[config.mk]
export PLATFORM = sky130hd
export DESIGN_NAME = sct_system_counter_timer
export DESIGN_NICKNAME = d
export VERILOG_FILES = /design/src/include/sct_pkg.sv /design/src/rtl/sct_system_counter_timer.sv /design/src/rtl/sct_core_timer.sv /design/src/rtl/sct_wake_timer.sv
export SDC_FILE = /design/constraint.sdc
export NUM_CORES = 2
export LEC_CHECK = 0
export BUFFER_PORTS_ARGS = -buffer_cell sky130_fd_sc_hd__clkbuf_2
export CORE_AREA = 2 2 504 506
export CTS_CLUSTER_SIZE = 25
export DETAILED_ROUTE_END_ITERATION = 6
export DIE_AREA = 0 0 506 508
export PLACE_DENSITY_LB_ADDON = 0.05
export SYNTH_ARGS = -nofsm -noshare
export SYNTH_HDL_FRONTEND = slang
export SYNTH_HIERARCHICAL = 1
export SYNTH_SLANG_ARGS = --single-unit
[constraint.sdc]
create_clock -name sys_clk -period 6.05 [get_ports sys_clk]
set_input_delay 1.815 -clock sys_clk [delete_from_list [all_inputs] [get_ports sys_clk]]
set_output_delay 1.815 -clock sys_clk [all_outputs]
set_load 0.02 [all_outputs]
[src/include/sct_pkg.sv]
// Purpose: shared constants for the system counter and timer block
// Assumes: 100 MHz sys_clk, counter ticks derived from it by a divider
// Notes:   per-core interrupt numbers and frame offsets are fixed here
package sct_pkg;
  // ----------------------------------------------------------------
  // clock and counter
  // ----------------------------------------------------------------
  localparam longint SCT_SYS_HZ    = 100000000;
  localparam longint SCT_TICK_HZ   = 50000000;  // at least the minimum
  localparam longint SCT_MIN_HZ    = 10000000;
  localparam int     SCT_TICK_DIV  = int'(SCT_SYS_HZ / SCT_TICK_HZ);
  localparam int     SCT_CNT_W     = 64;        // full width, scaling capable
  localparam int     SCT_CNT_MIN_W = 56;
  localparam int     SCT_CNT_MAX_W = 64;
  localparam logic [63:0] SCT_TEN_YEARS_S  = 64'd315360000;
  localparam logic [63:0] SCT_TEN_YEAR_TICKS =
    SCT_TEN_YEARS_S * 64'(SCT_TICK_HZ);
  // ----------------------------------------------------------------
  // cores, timers and per-core interrupt numbers
  // ----------------------------------------------------------------
  localparam int SCT_CORES  = 2;
  localparam int SCT_TIMERS = 7;
  localparam int SCT_LINES  = 32;
  localparam bit SCT_HAS_HYP_VIRT = 1'b1;
  localparam bit SCT_HAS_SEC_HYP  = 1'b1;
  localparam bit SCT_HAS_PROFILE  = 1'b1;
  localparam bit SCT_HAS_RD_FRAME = 1'b1;
  localparam bit SCT_WAKE_AS_MSG  = 1'b0;    // 0: shared line, 1: message
  localparam int SCT_T_NS_PHYS   = 0;
  localparam int SCT_T_S_PHYS    = 1;
  localparam int SCT_T_HYP_VIRT  = 2;
  localparam int SCT_T_VIRT      = 3;
  localparam int SCT_T_HYP_PHYS  = 4;
  localparam int SCT_T_S_HYP_PHY = 5;
  localparam int SCT_T_S_HYP_VIR = 6;
  localparam int SCT_ID_NS_PHYS   = 30;
  localparam int SCT_ID_S_PHYS    = 29;
  localparam int SCT_ID_HYP_VIRT  = 28;
  localparam int SCT_ID_VIRT      = 27;
  localparam int SCT_ID_HYP_PHYS  = 26;
  localparam int SCT_ID_MAINT     = 25;
  localparam int SCT_ID_XTRIG     = 24;
  localparam int SCT_ID_PERFMON   = 23;
  localparam int SCT_ID_DEBUG     = 22;
  localparam int SCT_ID_PROFILE   = 21;
  localparam int SCT_ID_S_HYP_PHY = 20;
  localparam int SCT_ID_S_HYP_VIR = 19;
  // ----------------------------------------------------------------
  // counter and wakeup timer frames and offsets
  // ----------------------------------------------------------------
  typedef enum logic [1:0] {
    SCT_FR_CNT_CTRL = 2'h0,
    SCT_FR_CNT_READ = 2'h1,
    SCT_FR_TMR_CTRL = 2'h2,
    SCT_FR_TIMER    = 2'h3
  } sct_frame_t;
  localparam logic [11:0] SCT_OFF_CNT_CR    = 12'h000;
  localparam logic [11:0] SCT_OFF_CNT_SR    = 12'h004;
  localparam logic [11:0] SCT_OFF_CNT_CV_LO = 12'h008;
  localparam logic [11:0] SCT_OFF_CNT_CV_HI = 12'h00c;
  localparam logic [11:0] SCT_OFF_RD_CV_LO  = 12'h000;
  localparam logic [11:0] SCT_OFF_RD_CV_HI  = 12'h004;
  localparam logic [11:0] SCT_OFF_VOFF_LO   = 12'h080;
  localparam logic [11:0] SCT_OFF_VOFF_HI   = 12'h084;
  localparam logic [11:0] SCT_OFF_PCT_LO    = 12'h000;
  localparam logic [11:0] SCT_OFF_PCT_HI    = 12'h004;
  localparam logic [11:0] SCT_OFF_CVAL_LO   = 12'h020;
  localparam logic [11:0] SCT_OFF_CVAL_HI   = 12'h024;
  localparam logic [11:0] SCT_OFF_CTL       = 12'h02c;
  localparam int SCT_CR_EN_BIT   = 0;
  localparam int SCT_CTL_EN_BIT  = 0;
  localparam int SCT_CTL_MSK_BIT = 1;
  localparam int SCT_CTL_ST_BIT  = 2;
  localparam logic [31:0] SCT_ZERO_W = 32'h0000_0000;
endpackage

[src/rtl/sct_system_counter_timer.sv]
// Purpose: system counter, per-core timers, per-core interrupt map and
//          the wakeup timer with its secured frame access port
// Assumes: all inputs synchronous to sys_clk; rst synchronous active high
// Notes:   per-core lines are indexed by interrupt number, bits 0..18 and 31 zero
//
// Notes on behaviour
// - non-secure physical timer on line 30, secure physical on 29
// - hypervisor virtual timer on 28 when supported, virtual timer on 27
// - hypervisor physical timer on line 26
// - list overflow maintenance event on line 25
// - cross-trigger interrupt on line 24
// - performance monitor overflow on line 23
// - debug channel interrupt on line 22
// - profiling buffer interrupt on line 21 when profiling exists
// - secure hypervisor physical on 20, secure hypervisor virtual on 19
// - counter ticks at no less than 10 MHz
// - width and rate together avoid wrap within ten years
// - counter is between 56 and 64 bits wide
// - counter is a full 64 bits for scaling support
// - count is distributed and valid while core timers are powered
// - each core timer raises its own core's line on expiry
// - a memory-mapped wakeup timer exists for powered-down cores
// - wakeup expiry goes out as shared line or message interrupt
// - virtual offset reads zero, writes to it are dropped
// - frames: timer non-secure, counter control secure, timer control both
`timescale 1ns/1ps
`default_nettype none
module sct_system_counter_timer
  import sct_pkg::*;
(
  input  wire logic                                 sys_clk,
  input  wire logic                                 rst,
  input  wire logic [SCT_CORES-1:0]                 core_timer_powered,
  input  wire logic [SCT_CORES-1:0][SCT_TIMERS-1:0][SCT_CNT_W-1:0] timer_cmp_value,
  input  wire logic [SCT_CORES-1:0][SCT_TIMERS-1:0] timer_enable,
  input  wire logic [SCT_CORES-1:0][SCT_TIMERS-1:0] timer_imask,
  input  wire logic [SCT_CORES-1:0][SCT_CNT_W-1:0]  virt_offset,
  input  wire logic [SCT_CORES-1:0]                 maint_event,
  input  wire logic [SCT_CORES-1:0]                 cross_trigger_irq,
  input  wire logic [SCT_CORES-1:0]                 perfmon_overflow,
  input  wire logic [SCT_CORES-1:0]                 debug_channel_irq,
  input  wire logic [SCT_CORES-1:0]                 profiling_buffer_irq,
  input  wire logic                                 frame_req,
  input  wire logic                                 frame_write,
  input  wire logic [1:0]                           frame_sel,
  input  wire logic                                 frame_secure,
  input  wire logic [11:0]                          frame_addr,
  input  wire logic [31:0]                          frame_wdata,
  output logic                                      frame_ack,
  output logic                                      frame_denied,
  output logic [31:0]                               frame_rdata,
  output logic [SCT_CNT_W-1:0]                      count_out,
  output logic [SCT_CORES-1:0]                      count_valid,
  output logic [SCT_CORES-1:0][SCT_TIMERS-1:0]      timer_status,
  output logic [SCT_CORES-1:0][SCT_LINES-1:0]       per_core_interrupt,
  output logic                                      wake_shared_irq,
  output logic                                      wake_message_req
);
  // ----------------------------------------------------------------
  // build-time checks on the counter choice
  // ----------------------------------------------------------------
  // an illegal width or rate stops elaboration instead of misbehaving
  if (SCT_TICK_HZ < SCT_MIN_HZ) begin : g_rate_bad
    $error("tick rate below minimum");
  end
  if (SCT_CNT_W < SCT_CNT_MIN_W || SCT_CNT_W > SCT_CNT_MAX_W) begin : g_w_bad
    $error("counter width out of range");
  end
  if (SCT_CNT_W != 64) begin : g_scale_bad
    $error("scaling needs a full width counter");
  end
  if (SCT_CNT_W < 64 && (SCT_TEN_YEAR_TICKS >> SCT_CNT_W) != 0)
  begin : g_wrap_bad
    $error("counter would wrap inside ten years");
  end

  // ----------------------------------------------------------------
  // system counter
  // ----------------------------------------------------------------
  logic [7:0]           div_reg;
  logic                 tick;
  logic [SCT_CNT_W-1:0] cnt_reg;
  logic                 cnt_en_reg;
  logic                 cv_lo_wr;
  logic                 cv_hi_wr;

  // divider makes the tick; the counter holds its rate through it
  always_ff @(posedge sys_clk) begin
    if (rst || !cnt_en_reg || div_reg == 8'(SCT_TICK_DIV - 1)) begin
      div_reg <= 8'h00;
    end else begin
      div_reg <= div_reg + 8'h01;
    end
  end
  assign tick = cnt_en_reg && (div_reg == 8'(SCT_TICK_DIV - 1));

  // software loads win over a tick in the same cycle
  always_ff @(posedge sys_clk) begin
    if (rst) begin
      cnt_reg <= '0;
    end else if (cv_lo_wr) begin
      cnt_reg[31:0] <= frame_wdata;
    end else if (cv_hi_wr) begin
      cnt_reg[63:32] <= frame_wdata;
    end else if (tick) begin
      cnt_reg <= cnt_reg + 64'h1;
    end
  end

  // ----------------------------------------------------------------
  // count distribution
  // ----------------------------------------------------------------
  // one registered copy feeds every core; valid follows core power
  always_ff @(posedge sys_clk) begin
    if (rst) begin
      count_out   <= '0;
      count_valid <= '0;
    end else begin
      count_out   <= cnt_reg;
      count_valid <= core_timer_powered;
    end
  end

  // ----------------------------------------------------------------
  // per-core timers
  // ----------------------------------------------------------------
  logic [SCT_CORES-1:0][SCT_TIMERS-1:0] tmr_irq;

  for (genvar c = 0; c < SCT_CORES; c++) begin : g_core
    for (genvar t = 0; t < SCT_TIMERS; t++) begin : g_tmr
      localparam bit IS_VIRT = (t == SCT_T_VIRT) || (t == SCT_T_HYP_VIRT)
                               || (t == SCT_T_S_HYP_VIR);
      // a powered-down timer must not fire on a count it cannot see
      sct_core_timer u_tmr (
        .sys_clk   (sys_clk),
        .rst       (rst),
        .count     (count_out),
        .offset    (IS_VIRT ? virt_offset[c] : 64'h0),
        .cmp_value (timer_cmp_value[c][t]),
        .enable    (timer_enable[c][t] && count_valid[c]),
        .imask     (timer_imask[c][t]),
        .status    (timer_status[c][t]),
        .irq       (tmr_irq[c][t])
      );
    end
  end

  // ----------------------------------------------------------------
  // per-core interrupt line map
  // ----------------------------------------------------------------
  // each core's lines come only from that core's own sources
  always_ff @(posedge sys_clk) begin
    if (rst) begin
      per_core_interrupt <= '0;
    end else begin
      for (int c = 0; c < SCT_CORES; c++) begin
        per_core_interrupt[c] <= '0;
        per_core_interrupt[c][SCT_ID_NS_PHYS] <= tmr_irq[c][SCT_T_NS_PHYS];
        per_core_interrupt[c][SCT_ID_S_PHYS]  <= tmr_irq[c][SCT_T_S_PHYS];
        per_core_interrupt[c][SCT_ID_HYP_VIRT] <=
          SCT_HAS_HYP_VIRT && tmr_irq[c][SCT_T_HYP_VIRT];
        per_core_interrupt[c][SCT_ID_VIRT] <= tmr_irq[c][SCT_T_VIRT];
        per_core_interrupt[c][SCT_ID_HYP_PHYS] <= tmr_irq[c][SCT_T_HYP_PHYS];
        per_core_interrupt[c][SCT_ID_MAINT]   <= maint_event[c];
        per_core_interrupt[c][SCT_ID_XTRIG]   <= cross_trigger_irq[c];
        per_core_interrupt[c][SCT_ID_PERFMON] <= perfmon_overflow[c];
        per_core_interrupt[c][SCT_ID_DEBUG]   <= debug_channel_irq[c];
        per_core_interrupt[c][SCT_ID_PROFILE] <=
          SCT_HAS_PROFILE && profiling_buffer_irq[c];
        per_core_interrupt[c][SCT_ID_S_HYP_PHY] <=
          SCT_HAS_SEC_HYP && tmr_irq[c][SCT_T_S_HYP_PHY];
        per_core_interrupt[c][SCT_ID_S_HYP_VIR] <=
          SCT_HAS_SEC_HYP && tmr_irq[c][SCT_T_S_HYP_VIR];
      end
    end
  end

  // ----------------------------------------------------------------
  // frame access security
  // ----------------------------------------------------------------
  logic allowed;
  logic acc_ok;

  // the read frame is optional and, when present, open to both spaces
  always_comb begin
    case (sct_frame_t'(frame_sel))
      SCT_FR_CNT_CTRL: allowed = frame_secure;
      SCT_FR_CNT_READ: allowed = SCT_HAS_RD_FRAME;
      SCT_FR_TMR_CTRL: allowed = 1'b1;
      SCT_FR_TIMER:    allowed = !frame_secure;
      default:         allowed = 1'b0;
    endcase
  end
  assign acc_ok = frame_req && allowed;

  // ----------------------------------------------------------------
  // write decode
  // ----------------------------------------------------------------
  logic wk_lo_wr;
  logic wk_hi_wr;
  logic wk_ctl_wr;
  logic cr_wr;

  assign cr_wr    = acc_ok && frame_write && frame_sel == SCT_FR_CNT_CTRL
                    && frame_addr == SCT_OFF_CNT_CR;
  assign cv_lo_wr = acc_ok && frame_write && frame_sel == SCT_FR_CNT_CTRL
                    && frame_addr == SCT_OFF_CNT_CV_LO;
  assign cv_hi_wr = acc_ok && frame_write && frame_sel == SCT_FR_CNT_CTRL
                    && frame_addr == SCT_OFF_CNT_CV_HI;
  assign wk_lo_wr = acc_ok && frame_write && frame_sel == SCT_FR_TIMER
                    && frame_addr == SCT_OFF_CVAL_LO;
  assign wk_hi_wr = acc_ok && frame_write && frame_sel == SCT_FR_TIMER
                    && frame_addr == SCT_OFF_CVAL_HI;
  assign wk_ctl_wr = acc_ok && frame_write && frame_sel == SCT_FR_TIMER
                     && frame_addr == SCT_OFF_CTL;
  // virtual offset writes in the timer control frame decode to nothing

  // counter enable lives in the control register of the secure frame
  always_ff @(posedge sys_clk) begin
    if (rst) begin
      cnt_en_reg <= 1'b0;
    end else if (cr_wr) begin
      cnt_en_reg <= frame_wdata[SCT_CR_EN_BIT];
    end
  end

  // ----------------------------------------------------------------
  // wakeup timer
  // ----------------------------------------------------------------
  logic [SCT_CNT_W-1:0] wk_cval_reg;
  logic                 wk_en_reg;
  logic                 wk_msk_reg;
  logic                 wk_status;

  // compare value resets to all ones so nothing fires before setup
  always_ff @(posedge sys_clk) begin
    if (rst) begin
      wk_cval_reg <= '1;
      wk_en_reg   <= 1'b0;
      wk_msk_reg  <= 1'b0;
    end else begin
      if (wk_lo_wr) begin
        wk_cval_reg[31:0] <= frame_wdata;
      end
      if (wk_hi_wr) begin
        wk_cval_reg[63:32] <= frame_wdata;
      end
      if (wk_ctl_wr) begin
        wk_en_reg  <= frame_wdata[SCT_CTL_EN_BIT];
        wk_msk_reg <= frame_wdata[SCT_CTL_MSK_BIT];
      end
    end
  end

  // always present: core timers here are not assumed always on
  sct_wake_timer u_wake (
    .sys_clk     (sys_clk),
    .rst         (rst),
    .count       (cnt_reg),
    .cmp_value   (wk_cval_reg),
    .enable      (wk_en_reg),
    .imask       (wk_msk_reg),
    .status      (wk_status),
    .shared_irq  (wake_shared_irq),
    .message_req (wake_message_req)
  );

  // ----------------------------------------------------------------
  // read path and access answer
  // ----------------------------------------------------------------
  logic [31:0] rd_next;

  // unmapped offsets and the virtual offset read as zero
  always_comb begin
    rd_next = SCT_ZERO_W;
    case (sct_frame_t'(frame_sel))
      SCT_FR_CNT_CTRL: begin
        if (frame_addr == SCT_OFF_CNT_CR) rd_next = {31'h0, cnt_en_reg};
        if (frame_addr == SCT_OFF_CNT_SR) rd_next = SCT_ZERO_W;
        if (frame_addr == SCT_OFF_CNT_CV_LO) rd_next = cnt_reg[31:0];
        if (frame_addr == SCT_OFF_CNT_CV_HI) rd_next = cnt_reg[63:32];
      end
      SCT_FR_CNT_READ: begin
        if (frame_addr == SCT_OFF_RD_CV_LO) rd_next = cnt_reg[31:0];
        if (frame_addr == SCT_OFF_RD_CV_HI) rd_next = cnt_reg[63:32];
      end
      SCT_FR_TMR_CTRL: begin
        rd_next = SCT_ZERO_W;
      end
      SCT_FR_TIMER: begin
        if (frame_addr == SCT_OFF_PCT_LO) rd_next = cnt_reg[31:0];
        if (frame_addr == SCT_OFF_PCT_HI) rd_next = cnt_reg[63:32];
        if (frame_addr == SCT_OFF_CVAL_LO) rd_next = wk_cval_reg[31:0];
        if (frame_addr == SCT_OFF_CVAL_HI) rd_next = wk_cval_reg[63:32];
        if (frame_addr == SCT_OFF_CTL) begin
          rd_next = {29'h0, wk_status, wk_msk_reg, wk_en_reg};
        end
      end
      default: rd_next = SCT_ZERO_W;
    endcase
  end

  // every request is answered next cycle; a refused one reads zero
  always_ff @(posedge sys_clk) begin
    if (rst) begin
      frame_ack    <= 1'b0;
      frame_denied <= 1'b0;
      frame_rdata  <= '0;
    end else begin
      frame_ack    <= frame_req;
      frame_denied <= frame_req && !allowed;
      frame_rdata  <= (acc_ok && !frame_write) ? rd_next : SCT_ZERO_W;
    end
  end
endmodule
`default_nettype wire

[src/rtl/sct_core_timer.sv]
// Purpose: one compare timer against the distributed count
// Assumes: count advances monotonically, offset applies to virtual views
// Notes:   status and interrupt are registered, one cycle after the compare
`timescale 1ns/1ps
`default_nettype none
module sct_core_timer
  import sct_pkg::*;
(
  input  wire logic                 sys_clk,
  input  wire logic                 rst,
  input  wire logic [SCT_CNT_W-1:0] count,
  input  wire logic [SCT_CNT_W-1:0] offset,
  input  wire logic [SCT_CNT_W-1:0] cmp_value,
  input  wire logic                 enable,
  input  wire logic                 imask,
  output logic                      status,
  output logic                      irq
);
  logic [SCT_CNT_W-1:0] view;

  // ----------------------------------------------------------------
  // expiry
  // ----------------------------------------------------------------
  // a virtual view subtracts its offset; physical timers pass zero
  assign view = count - offset;

  // expiry is a level: it holds while the view is at or past the value
  always_ff @(posedge sys_clk) begin
    if (rst) begin
      status <= 1'b0;
      irq    <= 1'b0;
    end else begin
      status <= enable && (view >= cmp_value);
      irq    <= enable && !imask && (view >= cmp_value);
    end
  end
endmodule
`default_nettype wire

[src/rtl/sct_wake_timer.sv]
// Purpose: memory-mapped wakeup timer compare and interrupt delivery
// Assumes: compare value and control come from the frame logic
// Notes:   no virtual timer; delivery form chosen by a package constant
`timescale 1ns/1ps
`default_nettype none
module sct_wake_timer
  import sct_pkg::*;
(
  input  wire logic                 sys_clk,
  input  wire logic                 rst,
  input  wire logic [SCT_CNT_W-1:0] count,
  input  wire logic [SCT_CNT_W-1:0] cmp_value,
  input  wire logic                 enable,
  input  wire logic                 imask,
  output logic                      status,
  output logic                      shared_irq,
  output logic                      message_req
);
  logic fire;
  logic fire_reg;

  assign fire = enable && !imask && (count >= cmp_value);

  // ----------------------------------------------------------------
  // delivery
  // ----------------------------------------------------------------
  // a message is sent once per rising expiry, a shared line is a level
  always_ff @(posedge sys_clk) begin
    if (rst) begin
      status      <= 1'b0;
      fire_reg    <= 1'b0;
      shared_irq  <= 1'b0;
      message_req <= 1'b0;
    end else begin
      status      <= enable && (count >= cmp_value);
      fire_reg    <= fire;
      shared_irq  <= !SCT_WAKE_AS_MSG && fire;
      message_req <= SCT_WAKE_AS_MSG && fire && !fire_reg;
    end
  end
endmodule
`default_nettype wire

==> metrics.md <==
| Metric | Value |
|---|---|
| Reg2Reg Depth | 23 |
| Die ar. | 0.257 mm2 |
| Peak per-stage delay on the critical path | 0.46 ns |
| Pwr Density | 75.5 mW/mm2 |
| Worst Hold Path EP | per_core_interrupt[26] |
| Std cell rows | 185 |
| First-pass GRT wire length | 674000 um |
| RSZ-0062 raised after global routing | true |
| Drt wl/cell | 24.1 um |
| Arrival time worst endpoint | 6.39 ns |
| Fin Hold WS | 0.435 ns |
| Worst-margin pin slew | 1.29 ns |
| Die Y | 508 um |
| Worst min-delay path category | flip-flop to flip-flop |
| Layout cells sized above 1 | 19.6% |
| Setup violations, final | 0 |
| Clk slew on worst S/H paths | 0.06 ns |
| Outcome | completed |
| Layout Area Growth over Synthesis | 21.2% |
| Boundary Pins | 1295 |
| Vias in the first global route | 103000 |
| Clock latency on the worst-skew pair | 0.62 ns |
| Startpoint Class | primary input |
| GR Overflow Total | 0 |
| Largest net degree at the start of global routing | 70 |
| Initial core utilization | 38.7% |
| Mean Syn Cell Area | 7.13 um2 |
| Largest family of logic cells by synthesized area | compound AO/OA/AOI/OAI gates |
| Max-Cap Viols | 0 |
| Cell repeated most along the worst path | o21ai_1 |
| LEAKAGE | 65.0 nW |
| Final WS setup | 0.0967 ns |
| Post-synthesis adder-cell area fraction | 24.0% |
| Max clock buf depth | 3 |
| Yosys warning total | 6 |
| Critical path class | primary input to flip-flop |
| Mux cell area share after synthesis | 1.30% |
| Async S/R FF share, synth | 0% |
| Rel. slew slack | 14.0% |
| Via density | 5.45 |
| Hpwl dp | 411000 um |
| 1st-iter DRT viols | 8156 |
| Synthesized flop and latch total | 293 |
| RR Startpoint | count_out[37] |
| DRC | 0 |
| Min-delay src | g_core[0].g_tmr[4].u_tmr/irq |
| F_max | 168 MHz |
| Post-Synth XOR/XNOR Area | 7.52% |
| Htree depth | 2 |
| Sequential element share of the synthesized area | 6.00% |
| CTS Hold Bufs | 0 |
| Reg2Reg Capture Point | g_core[0].g_tmr[4].u_tmr/irq |
| Drt pass-1 iters | 6 |
| Post-synthesis simple-gate area fraction | 18.3% |
| Final clock skew | 0.0522 ns |
| Clk sink count | 293 |
| RD Place Congestion | 1.01 |
| Critical Path Fanout Max | 3 |
| Final Cycle Share | 98.4% |
| Crit path time final | 5.95 ns |
| Flop-to-flop setup slack | 0.18 ns |
| Syn Inst Count | 13700 |
| Core area | 0.252 mm2 |
| Post-DRT Antenna Nets | 0 |
| CP required | 6.48 ns |
| Num CTS Buffers | 34 |
| IO buf count | 1253 |
| All-Layer GR Usage | 35.2% |
| Number of synthesized flops with an enable pin | 0 |
| Placed cells | 19600 |
| Die width | 506 um |
| Drt total wl | 475000 um |
| Worst Setup End Kind | flip-flop |
| CP max-delay cell | o21ai_1 |
| Root Driver | clkbuf_16 |
| Max-slew violation count | 0 |
| Layout Nets | 19300 |
| Yosys cell types | 112 |
| DP Worst Slack | -1.03 ns |
| CTS tree | yes |
| Cell Chain, Critical Path | clkbuf_2 -> inv_1 -> ha_1 -> nor2b_1 -> o31a_1 -> o2111a_1 -> o21ai_1 -> a21oi_1 -> o21ai_1 -> nor2b_1 -> o21ai_1 -> xor2_1 -> ha_1 -> a21oi_1 -> o21ai_0 -> nand2_1 -> o211ai_1 -> a221o_1 -> a311oi_1 -> buf_4 -> nor3b_1 |
| Vias | 108000 |
| VDD IR max | 0.166 mV |
| Compound-Gate Fraction of Synth Area | 31.1% |
| Final Hold Viols | 0 |
| Dominant synthesized flop cell | dfxtp_1 |
| Hold depth | 1 |
| Initial antenna violation count | 127 |
| Worst setup path startpoint | virt_offset[65] |
| Mapped Area | 0.0977 mm2 |
| Non-filler instance count after layout | 19700 |
==> logic make-up (layout without fill, tap and decap cells) <==
kind of cell / after synthesis / count (layout)
compound gates: 4464 / 4464
simple gates: 3510 / 3510
buf+inv: 2606 / 4648
fa+ha+maj: 1863 / 1863
xor+xnor: 839 / 839
flops: 293 / 293
mux: 126 / 126
other cells: 2 / 639
==> placed cells by master (no fill, tap or decap), drive strengths merged, types with 213 or more instances in the layout <==
| master | n |
|---|---|
| xnor2 | 515 |
| a21oi | 1278 |
| nor2b | 213 |
| o21ai | 824 |
| nand4 | 495 |
| a21o | 966 |
| o21bai | 220 |
| dfxtp | 293 |
| nor2 | 872 |
| buf | 1245 |
| nand2 | 904 |
| nand3 | 216 |
| conb | 553 |
| inv | 2086 |
| clkbuf | 1294 |
| ha | 1849 |
| xor2 | 324 |
==> report_power, final <==
part           leakage [nW]  internal (mW)  switching (mW)
Combinational          62.0           1.93            2.71
Sequential             2.40           1.94          0.0159
Clock                 0.571           1.31            1.04
==> cell type report <==
cell class / instances / area (um2)
clock buffers: 45 / 963
repair buffers: 2494 / 16100
fillers: 26800 / 134000
multi-input cells: 11400 / 83000
well taps: 3366 / 4210
flip-flops and latches: 293 / 5960
inverters: 2095 / 7860
clock inverters: 14 / 210
diodes: 86 / 215
==> cell usage after synthesis (all sizes together), types with 53 or more instances <==
cell type | instances | area [um2]
nor3 | 189 | 951
a221oi | 84 | 986
a21oi | 1278 | 6760
a31oi | 159 | 1000
nor4 | 89 | 663
dfxtp | 293 | 5870
a211oi | 140 | 1190
nand4 | 495 | 3350
o211ai | 137 | 1090
and2 | 53 | 332
mux2i | 122 | 1220
ha | 1849 | 23100
a22oi | 64 | 480
nand2 | 904 | 3390
o21bai | 220 | 1650
nand2b | 82 | 513
nor2 | 872 | 3370
o31ai | 57 | 818
xnor2 | 515 | 4510
nor2b | 213 | 1330
o21a | 154 | 1160
clkbuf | 222 | 1310
xor2 | 324 | 2840
and3 | 86 | 568
nand3 | 216 | 1140
buf | 277 | 2270
a21o | 966 | 7280
or2 | 80 | 500
o21ai | 824 | 4260
inv | 2083 | 7820
==> worst max-delay path by stage <==
| stage | endpoint | slack (ns) |
|---|---|---|
| 6_report | g_core[1].g_tmr[3].u_tmr/status | 0.1 |
| 5_1_grt | g_core[1].g_tmr[6].u_tmr/irq | -0.16 |
| 4_1_cts | g_core[0].g_tmr[2].u_tmr/irq | 0.009 |
| 3_5_place_dp | g_core[1].g_tmr[6].u_tmr/irq | -1.03 |
| 3_3_place_gp | g_core[1].g_tmr[6].u_tmr/irq | -0.88 |
| 2_1_floorplan | g_core[1].g_tmr[6].u_tmr/irq | 0.33 |
==> worst max-delay path: cells and delay by family <==
kind | cells | cell delay (ns)
xor+xnor | 1 | 0.15
buf+inv | 3 | 0.37
compound gates | 11 | 2.83
fa+ha+maj | 2 | 0.58
simple gates | 4 | 0.61
==> what timing repair did <==
| action | in CTS | in global routing |
|---|---|---|
| setup buffers | 0 | 8 |
| resized for setup | 15 | 94 |
| endpoints found under the setup margin | 7 | 18 |
| pin swaps | 3 | 44 |
| hold endpoints to repair | 0 | 0 |
==> per-stage QoR <==
| step | util (%) | cell area [um2] | TNS, ns | power (mW) |
|---|---|---|---|---|
| after floorplan | - | 99800 | 0 | 4.87 |
| after global placement | 46.2 | 117000 | -7.18 | 6.55 |
| after detailed placement | 46.2 | 117000 | -7.71 | 6.54 |
| after CTS | 46.7 | 118000 | 0 | 8.91 |
| after global routing | 46.9 | 118000 | -0.194 | 9.55 |
| final | 47.0 | 118000 | 0 | 8.95 |
==> metal layers <==
metal / wire, um / track usage (%) / vias up
met4: 30300 / 19.9 / 38
met1: 194000 / 42.5 / 49800
li1: - / - / 53500
met2: 223000 / 60.4 / 3636
met5: 259 / 0 / -
met3: 28300 / 4.10 / 707
Power figures use the tool's default switching activity.
